`src/logic/rq_regs.svh`:
```
// Register offsets, field positions, reset values and timing counts of the rail enable qualifier.
`ifndef RQ_REGS_SVH
`define RQ_REGS_SVH

// ----------------------------------------------------------------------------
// Register offsets
// ----------------------------------------------------------------------------
`define RQ_OFS_POWER_GOOD_MASK_PRIMARY  8'h0A
`define RQ_OFS_SOURCE_AND_MASK     8'h0E
`define RQ_OFS_EDGE_DELAYS         8'h0F

// ----------------------------------------------------------------------------
// Reset values
// ----------------------------------------------------------------------------
`define RQ_RST_POWER_GOOD_MASK_PRIMARY  8'h00
`define RQ_RST_SOURCE_AND_MASK     8'h00
`define RQ_RST_EDGE_DELAYS         8'h00
`define RQ_RDATA_UNMAPPED          8'h00

// ----------------------------------------------------------------------------
// Field positions
// ----------------------------------------------------------------------------
`define RQ_SRC_MASK_HI             1
`define RQ_SRC_MASK_LO             0
`define RQ_SRC_SEL_HI              4
`define RQ_SRC_SEL_LO              2
`define RQ_DLY_RISE_HI             2
`define RQ_DLY_RISE_LO             0
`define RQ_DLY_FALL_HI             5
`define RQ_DLY_FALL_LO             3

// ----------------------------------------------------------------------------
// Enable source codes
// ----------------------------------------------------------------------------
`define RQ_SEL_PIN_ONE             3'h0
`define RQ_SEL_PIN_TWO             3'h1
`define RQ_SEL_PIN_FIVE            3'h2
`define RQ_SEL_PIN_FOUR            3'h3
`define RQ_SEL_PIN_THREE           3'h4
`define RQ_SEL_PINS_THREE_FOUR     3'h5
`define RQ_SEL_PIN_SIX             3'h6
`define RQ_SEL_FORCED_ON           3'h7

// ----------------------------------------------------------------------------
// Timing: clock rate and millisecond time base
// ----------------------------------------------------------------------------
`define RQ_CLK_KHZ                 200000
`define RQ_TIME_BASE_MS            1
`define RQ_MS_CYCLES               (`RQ_CLK_KHZ * `RQ_TIME_BASE_MS)
`define RQ_TOL_PERCENT             10

`endif

```
`src/logic/rq_pkg.sv`:
```
// Types shared by the rail enable qualifier.
`default_nettype none
package rq_pkg;

  // Register access request from the serial access port.
  typedef struct packed {
    logic       wr;
    logic       rd;
    logic [7:0] addr;
    logic [7:0] wdata;
  } rq_reg_req_s;

  // Configuration registers.
  typedef struct packed {
    logic [7:0] mask_primary;
    logic [7:0] source_and_mask;
    logic [7:0] edge_delays;
  } rq_cfg_s;

  // Whole state of the qualifier.
  typedef struct packed {
    rq_cfg_s     cfg;
    logic [17:0] div;
    logic [6:0]  ms;
    logic        dly;
    logic        rail;
    logic [7:0]  rdata;
  } rq_state_s;

endpackage : rq_pkg
`default_nettype wire

```
`src/logic/rq_rail_enable_qualifier.sv`:
```
// Enable qualification of the target step-down rail: source, edge delays, power-good gating.
`timescale 1ns/1ps
`default_nettype none
`include "rq_regs.svh"

// Functional notes
// - Mask 0 includes power good, 1 excludes.
// - Primary mask bits seven..zero map rails.
// - Second register bits 1,0 mask switch rails.
// - Select field 4:2 picks control pin.
// - Code 111 forces enable source high.
// - Code 101 pins three&four, 110 six.
// - Rise delay field 2:0 code table.
// - Fall delay field 5:3 same table.
// - Delays lie within ten percent tolerance.
module rq_rail_enable_qualifier #(
  parameter int unsigned MS_CYCLES = `RQ_MS_CYCLES
) (
  input  wire logic                ref_clk,
  input  wire logic                rst,
  input  wire rq_pkg::rq_reg_req_s reg_req,
  output logic [7:0]               reg_rdata,
  input  wire logic [5:0]          control_pins,
  input  wire logic [9:0]          power_good,
  output logic                     rail_enable
);

  // --------------------------------------------------------------------------
  // Decode functions
  // --------------------------------------------------------------------------

  // Nominal delay in milliseconds for a three-bit edge delay code.
  function automatic logic [6:0] delay_ms(input logic [2:0] code);
    case (code)
      3'h0:    delay_ms = 7'h00;
      3'h1:    delay_ms = 7'h02;
      3'h2:    delay_ms = 7'h04;
      3'h3:    delay_ms = 7'h08;
      3'h4:    delay_ms = 7'h10;
      3'h5:    delay_ms = 7'h18;
      3'h6:    delay_ms = 7'h20;
      default: delay_ms = 7'h40;
    endcase
  endfunction : delay_ms

  // Enable source for a select code; bit n of pins is control pin n+1.
  function automatic logic pick_source(input logic [2:0] sel, input logic [5:0] pins);
    case (sel)
      `RQ_SEL_PIN_ONE:         pick_source = pins[0];
      `RQ_SEL_PIN_TWO:         pick_source = pins[1];
      `RQ_SEL_PIN_FIVE:        pick_source = pins[4];
      `RQ_SEL_PIN_FOUR:        pick_source = pins[3];
      `RQ_SEL_PIN_THREE:       pick_source = pins[2];
      `RQ_SEL_PINS_THREE_FOUR: pick_source = pins[2] & pins[3];
      `RQ_SEL_PIN_SIX:         pick_source = pins[5];
      default:                 pick_source = 1'b1;
    endcase
  endfunction : pick_source

  // --------------------------------------------------------------------------
  // Next-state logic
  // --------------------------------------------------------------------------

  rq_pkg::rq_state_s st_q;
  rq_pkg::rq_state_s st_d;
  logic [2:0]        sel;
  logic [2:0]        active_code;
  logic [6:0]        target_ms;
  logic [9:0]        mask_all;
  logic              src;
  logic              pg_ok;
  logic              tick;

  // Combinational view of selection, masking and the pending delay target.
  always_comb begin
    sel = st_q.cfg.source_and_mask[`RQ_SRC_SEL_HI:`RQ_SRC_SEL_LO];
    src = pick_source(sel, control_pins);
    // Bits 9..8 are the two switch rails, 7..0 the primary mask rails.
    mask_all = {st_q.cfg.source_and_mask[`RQ_SRC_MASK_HI:`RQ_SRC_MASK_LO],
                st_q.cfg.mask_primary};
    pg_ok = &(power_good | mask_all);
    active_code = src ? st_q.cfg.edge_delays[`RQ_DLY_RISE_HI:`RQ_DLY_RISE_LO]
                      : st_q.cfg.edge_delays[`RQ_DLY_FALL_HI:`RQ_DLY_FALL_LO];
    target_ms = delay_ms(active_code);
    tick = (st_q.div == 18'(MS_CYCLES - 1));
  end

  // Registers, time base and delayed enable; the time base restarts at each new edge.
  always_comb begin
    st_d = st_q;
    if (reg_req.wr) begin
      case (reg_req.addr)
        `RQ_OFS_POWER_GOOD_MASK_PRIMARY: st_d.cfg.mask_primary    = reg_req.wdata;
        `RQ_OFS_SOURCE_AND_MASK:    st_d.cfg.source_and_mask = reg_req.wdata;
        `RQ_OFS_EDGE_DELAYS:        st_d.cfg.edge_delays     = reg_req.wdata;
        default:                    st_d.cfg = st_q.cfg;
      endcase
    end
    if (reg_req.rd) begin
      case (reg_req.addr)
        `RQ_OFS_POWER_GOOD_MASK_PRIMARY: st_d.rdata = st_q.cfg.mask_primary;
        `RQ_OFS_SOURCE_AND_MASK:    st_d.rdata = st_q.cfg.source_and_mask;
        `RQ_OFS_EDGE_DELAYS:        st_d.rdata = st_q.cfg.edge_delays;
        default:                    st_d.rdata = `RQ_RDATA_UNMAPPED;
      endcase
    end
    if (src == st_q.dly) begin
      st_d.div = 18'h0;
      st_d.ms  = 7'h00;
    end else if (target_ms == 7'h00) begin
      st_d.dly = src;
    end else if (tick) begin
      st_d.div = 18'h0;
      st_d.ms  = st_q.ms + 7'h01;
      if (st_q.ms + 7'h01 >= target_ms) begin
        st_d.dly = src;
        st_d.ms  = 7'h00;
      end
    end else begin
      st_d.div = st_q.div + 18'h1;
    end
    st_d.rail = st_q.dly & pg_ok;
  end

  // State register.
  always_ff @(posedge ref_clk or posedge rst) begin
    if (rst) begin
      st_q <= '{cfg: '{mask_primary: `RQ_RST_POWER_GOOD_MASK_PRIMARY,
                       source_and_mask: `RQ_RST_SOURCE_AND_MASK,
                       edge_delays: `RQ_RST_EDGE_DELAYS},
                div: 18'h0, ms: 7'h00, dly: 1'b0, rail: 1'b0, rdata: 8'h00};
    end else begin
      st_q <= st_d;
    end
  end

  assign reg_rdata   = st_q.rdata;
  assign rail_enable = st_q.rail;

  // --------------------------------------------------------------------------
  // Assertions
  // --------------------------------------------------------------------------

  // Cycles spent with the source differing from the delayed enable.
  logic [31:0] elapsed_q;
  logic [31:0] nominal;

  always_ff @(posedge ref_clk or posedge rst) begin
    if (rst) begin
      elapsed_q <= 32'h0;
    end else if (src != st_q.dly) begin
      elapsed_q <= elapsed_q + 32'h1;
    end else begin
      elapsed_q <= 32'h0;
    end
  end

  // Expected cycles from an edge to the delayed enable following it.
  always_comb begin
    nominal = (target_ms == 7'h00) ? 32'h1 : 32'(target_ms) * 32'(MS_CYCLES);
  end
endmodule : rq_rail_enable_qualifier
`default_nettype wire

```
`config.mk`:
```
export PLATFORM = sky130hd
export DESIGN_NAME = rq_rail_enable_qualifier
export DESIGN_NICKNAME = d
export VERILOG_FILES = /design/src/logic/rq_pkg.sv /design/src/logic/rq_rail_enable_qualifier.sv
export VERILOG_INCLUDE_DIRS = /design/src /design/src/logic
export SDC_FILE = /design/constraint.sdc
export NUM_CORES = 1
export LEC_CHECK = 0
export BUFFER_PORTS_ARGS = -buffer_cell sky130_fd_sc_hd__buf_2
export CAP_MARGIN = 20
export CORE_UTILIZATION = 45
export CTS_BUF_LIST = sky130_fd_sc_hd__clkbuf_8
export DETAILED_ROUTE_END_ITERATION = 16
export GPL_TIMING_DRIVEN = 0
export PLACE_DENSITY = 0.76
export SLEW_MARGIN = 20
export SYNTH_ARGS = -nofsm -noshare
export SYNTH_HDL_FRONTEND = slang
export SYNTH_SLANG_ARGS = --single-unit
```
`constraint.sdc`:
```
create_clock -name ref_clk -period 4.4 [get_ports ref_clk]
set_input_delay 1.32 -clock ref_clk [delete_from_list [all_inputs] [get_ports ref_clk]]
set_output_delay 1.32 -clock ref_clk [all_outputs]
set_load 0.01 [all_outputs]
```
# Yosys cells after proc, flatten, opt, wreduce, memory -nomap -nowiden
# Index checks and enable logic that the tools add are counted.
totals:
  register_bits: 59
  out_inout_bits: 9
  elab_cells: 55
op_classes:
  add_sub_neg: 2
  order_cmp: 1
  n_eq_ne: 18
  mux: 10
  n_bitwise: 4
  reduce_logical: 12
ops:
  columns: ["cell", "count"]
  rows:
  - ["$mux W25", 2]
  - ["$pmux W7 S7", 1]
  - ["$eq A8 B4 Y1 const B", 3]
  - ["$pmux W8 S3", 1]
  - ["$add A18 B1 Y18 const B", 1]
  - ["$eq A18 B18 Y1 const B", 1]
  - ["$eq A3 B3 Y1 const B", 6]
  - ["$mux W18", 1]
  - ["$mux W8", 2]
  - ["$eq A3 B2 Y1 const B", 4]
  - ["$or A10 B10 Y10", 1]
  - ["$reduce_and A10 Y1", 1]
  - ["$reduce_and A2 Y1", 4]
  - ["$add A7 B1 Y7 const B", 1]
  - ["$ge A7 B7 Y1", 1]
  - ["$logic_not A7 Y1", 1]
  - ["$pmux W1 S7", 1]
  - ["$eq A3 B1 Y1 const B", 2]
  - ["$logic_not A3 Y1", 2]
  - ["$reduce_bool A2 Y1", 3]
  - ["$mux W3", 1]
  - ["$reduce_and A3 Y1", 1]
  - ["$and A1 B1 Y1", 2]
  - ["$ne A2 B2 Y1 const B", 1]
  - ["other kinds (3)", 3]

# Longest topological paths before layout
logic_depth:
  word_depth: 10
  ltp_mapped: 13
  mapped_depth_nobuf: 13

# Least setup slack after synthesis
# No wires, ideal clock.
synth_path:
  kind: "input -> register"
  startpoint: "in control_pins[3]"
  endpoint: "reg st_q[12] (netlist bit)"
  setup_time_ns: 0.082
  arrival_time_ns: 4.078
  t_required_ns: 4.318
  setup_slack_ns: 0.240
  path_stages: 12
  path_buffers: 1
  cell_sequence: "mux2i_1 -> a32oi_1 -> nand2_1 -> clkbuf_1 -> or3_1 -> a21oi_1 -> ha_1 -> a21bo_2 -> a211oi_1 -> o311ai_0 -> or3_1 -> o22ai_1"
synth_via:
  elab_chain_len: 10
synth_lines:
  columns: ["item", "line", "source"]
  rows:
  - ["start, declared", "rq_rail_enable_qualifier.sv:23", "input wire logic [5:0] control_pins,"]
  - ["$and A1 B1 Y1", "rq_rail_enable_qualifier.sv:54", "`RQ_SEL_PINS_THREE_FOUR: pick_source = pins[2] & pins[3];"]
  - ["$pmux W1 S7 (*)", "rq_rail_enable_qualifier.sv:48", "case (sel)"]
  - ["$mux W3", "rq_rail_enable_qualifier.sv:82", "active_code = src ? st_q.cfg.edge_delays[`RQ_DLY_RISE_HI:`RQ_DLY_RISE_LO]"]
  - ["$eq A3 B3 Y1 (tied with other cells)", "rq_rail_enable_qualifier.sv:34", "case (code)"]
  - ["$pmux W7 S7", "rq_rail_enable_qualifier.sv:34", null]
  - ["$ge A7 B7 Y1", "rq_rail_enable_qualifier.sv:115", "if (st_q.ms + 7'h01 >= target_ms) begin"]
  - ["$mux W8", "rq_rail_enable_qualifier.sv:115", null]
  - ["$mux W8", "rq_rail_enable_qualifier.sv:112", "end else if (tick) begin"]
  - ["$mux W25", "rq_rail_enable_qualifier.sv:110", "end else if (target_ms == 7'h00) begin"]
  - ["$mux W25", "rq_rail_enable_qualifier.sv:107", "if (src == st_q.dly) begin"]
  - ["end signal, assigned", "rq_rail_enable_qualifier.sv:128", "st_q <= '{cfg: '{mask_primary: `RQ_RST_POWER_GOOD_MASK_PRIMARY,"]
  - ["end signal, assigned", "rq_rail_enable_qualifier.sv:133", "st_q <= st_d;"]
  - ["end, declared", "rq_rail_enable_qualifier.sv:64", "rq_pkg::rq_state_s st_q;"]
# Mark *: on every way between the ends. The rest lies on a longest branch, timed or not. The select of a mux whose other input is x is not followed.
# A chain may end at the register's enable or synchronous reset.

# Worst setup path after layout
# Same ends and word-level chain as after synthesis.

==> metrics <==
later-pin clock latency in the skew report=0.35 ns; Die W=88.9 µm; Met3 Routed Length=338 µm; CTS Buffer Depth=2; Gate Count Post-Synth=343; vias after detailed routing=2842; Die Ht=88.9 µm; Setup TNS=0 ns; Die Footprint=0.00791 mm²; FF+latch area=about 0.0015 mm²; routed wire length=between 7000 and 8000 µm; metal1 wirelength=between 3000 and 4000 µm; Static Leakage=between 1.5 and 2 nW; CP max FO=10; status=completed; HPWL after DPL=5520 µm; Worst Path Class, Setup=in2reg; Routed WL per cell=15.5 µm; CORE AREA=0.00729 mm²; IO Pins=between 40 and 50; Slew @ Worst Pin=0.914 ns; crit path time final=~4.2 ns; TritonCTS buffer count=9; slowest cell on the critical path=or3_1; Top Metal Used=met4; Crit path max-delay family=compound AO/OA/AOI/OAI gates; Peak VDD IR=0.000201 V; Main synth FF type=dfrtp_1; FFs w/ async S/R, synth=between 90% and 100%; H-tree depth=3; post-layout util=a little over half; Hold Buf Count CTS=0; Port Buffer Count=43; max_cap viols=0; initial antenna violation count=0; number of global-route vias before repair=2689; synthesized cell area=0.00340 mm²; layout cell share with drive strength beyond 1=approximately 28%; ant diodes=0; top-count cell post-synth=dfrtp_1; Power Density=roughly 330 mW/mm²; Fillers=between 600 and 700; pre-CTS setup slack=-0.389 ns; fin area=0.00399 mm²; critical-path cell list=buf_2 > mux2i_1 > a32oi_2 > nand2_1 > clkbuf_1 > or3_1 > a21oi_1 > ha_1 > a21bo_2 > a211oi_1 > o311ai_0 > or3_1 > o22ai_1; gr ovfl total=0; Slew HR=38.3%; Slew Limit Fails=0; DR WL met2=3600 µm; clock root cell=clkbuf_8; CP Capture Type=flop; commonest cells in the netlist=dfrtp_1 (59), mux2_2 (29), inv_1 (23), nor2_1 (23), nand2_1 (17); buffers and inverters on the worst path=2; Critical Path RT=4.67 ns; YS warnings=0; pin count of the biggest net entering global routing=60; most frequent CP cell=or3_1; slowest stage delay, CP=0.51 ns; Yosys cell types=54; RSZ-0062 raised after global routing=no; HP Class=reg2reg; Seq/Total Area, Yosys=43.4%; critical path launch point type=input port; Max Clock Freq=0.241 GHz; Setup-failing EPs final=0; Seq cells post-synth=59; post-place instance area=0.00374 mm²; clock-pin slew on the worst setup and hold paths=0.07 ns; placed insts=485; top cells by area, synth=dfrtp_1 (43%), mux2_2 (9.6%), xor2_1 (3.1%); via/cell ratio=5.65; Starting Density=46.6%; area fraction of the dominant cell type after synthesis=43.4%; fin cells=503; post-synth top area cell=dfrtp_1; number of synthesized flops with an enable pin=0; Arrival @ worst endpoint=4.42 ns; DRT Pass-1 Iters=4; Total Nets Final=443; Cell Rows=31; CTS Sinks=59; ANT nets after route=0; CTS tree=yes; GP Congestion=0.826; Hold Violations, Final=0; Avg Cell Area, Syn=9.91 µm²; flop-to-flop setup slack=0.78 ns; Final Skew=about 0.0096 ns; first-pass GRT wire length=between 10000 and 15000 µm; Tcrit/Tclk final=94.3%; Mapped Nets=387; starting DRC count in detailed routing=202; Final WS setup=0.249 ns; area of the multi-input gates=0.00174 mm²; Tot GR Track Use=22.2%; synth-to-layout area growth=17.4%; drt drc=0
cells by family (layout without fill, tap and decap cells):
kind of cell    after synthesis  in the layout  share of synthesized area, %
xor+xnor                     17             17                          4.38
flops                        59             59                          43.4
simple gates                112            112                          18.3
compound gates               70             70                          14.2
fa+ha+maj                     8              8                          2.94
buf+inv                      43            104                          5.67
mux                          34             34                          11.1
report_power, final:
group / leakage (nW) / total, mW / internal (mW) / switching, mW
sequential: 0.804 / 0.581 / 0.563 / 0.0182
combinational: 0.862 / 0.164 / 0.0659 / 0.0982
clock: 0.114 / 0.561 / 0.322 / 0.239
layout make-up:
type                            count  share of cell area [%]
Multi-Input combinational cell    241                    43.7
Sequential cell                    59                    37.0
Timing Repair Buffer               45                    5.77
Clock buffer                        9                    3.10
Tap cell                           99                    3.10
Buffer                             20                    2.66
Clock inverter                      7                    2.51
Inverter                           23                    2.23
metal layers:
layer  global-route usage [%]  vias to the layer above
met5                        0                        -
met4                     7.77                        0
met3                     5.08                       13
met2                     35.0                       71
met1                     30.1                     1390
li1                         -                     1368
timing repair:
| action | CTS | global route |
|---|---|---|
| setup endpoints to repair | 5 | 5 |
| resized for setup | 2 | 0 |
| setup buffers | 1 | 1 |
| pin swaps | 1 | 1 |
metrics by stage:
step	power, mW	hold WS (ns)
finish	1.31	0.506
global route	1.36	0.525
CTS	1.31	0.510
detailed placement	0.749	0.494
global placement	0.743	0.483
floorplan	0.696	0.471
flip-flops by register name, indices dropped and copies added (netlist names):
| name | cells |
|---|---|
| mask_all | 10 |
| rail_enable | 1 |
| reg_rdata | 8 |
| sel | 3 |
| st_q | 37 |
placed cells by master, fill, tap and decap left out, drive strengths merged, types with 6 or more instances in the layout:
| cell | synthesis | final |
|---|---|---|
| inv | 23 | 24 |
| or3 | 7 | 7 |
| buf | 11 | 56 |
| mux2 | 29 | 29 |
| a22oi | 9 | 9 |
| o22ai | 14 | 14 |
| o21ai | 13 | 13 |
| ha | 8 | 8 |
| a21oi | 8 | 8 |
| xor2 | 12 | 12 |
| clkbuf | 9 | 18 |
| nand4 | 10 | 10 |
| nor3 | 6 | 6 |
| dfrtp | 59 | 59 |
| nand2 | 17 | 17 |
| nor2 | 25 | 25 |
| nand3 | 16 | 16 |
path summary, 6_finish.rpt:
path                            startpoint  endpoint  cells past startpoint
min in group asynchronous              rst    sel[2]                      2
setup reg to reg                    sel[2]  st_q[12]                     12
hold reg to reg                   st_q[17]  st_q[17]                      1
hold / removal                    st_q[17]  st_q[17]                      1
max in group asynchronous              rst  st_q[42]                      2
setup / recovery           control_pins[3]  st_q[12]                     13
Power figures use the tool's default switching activity.
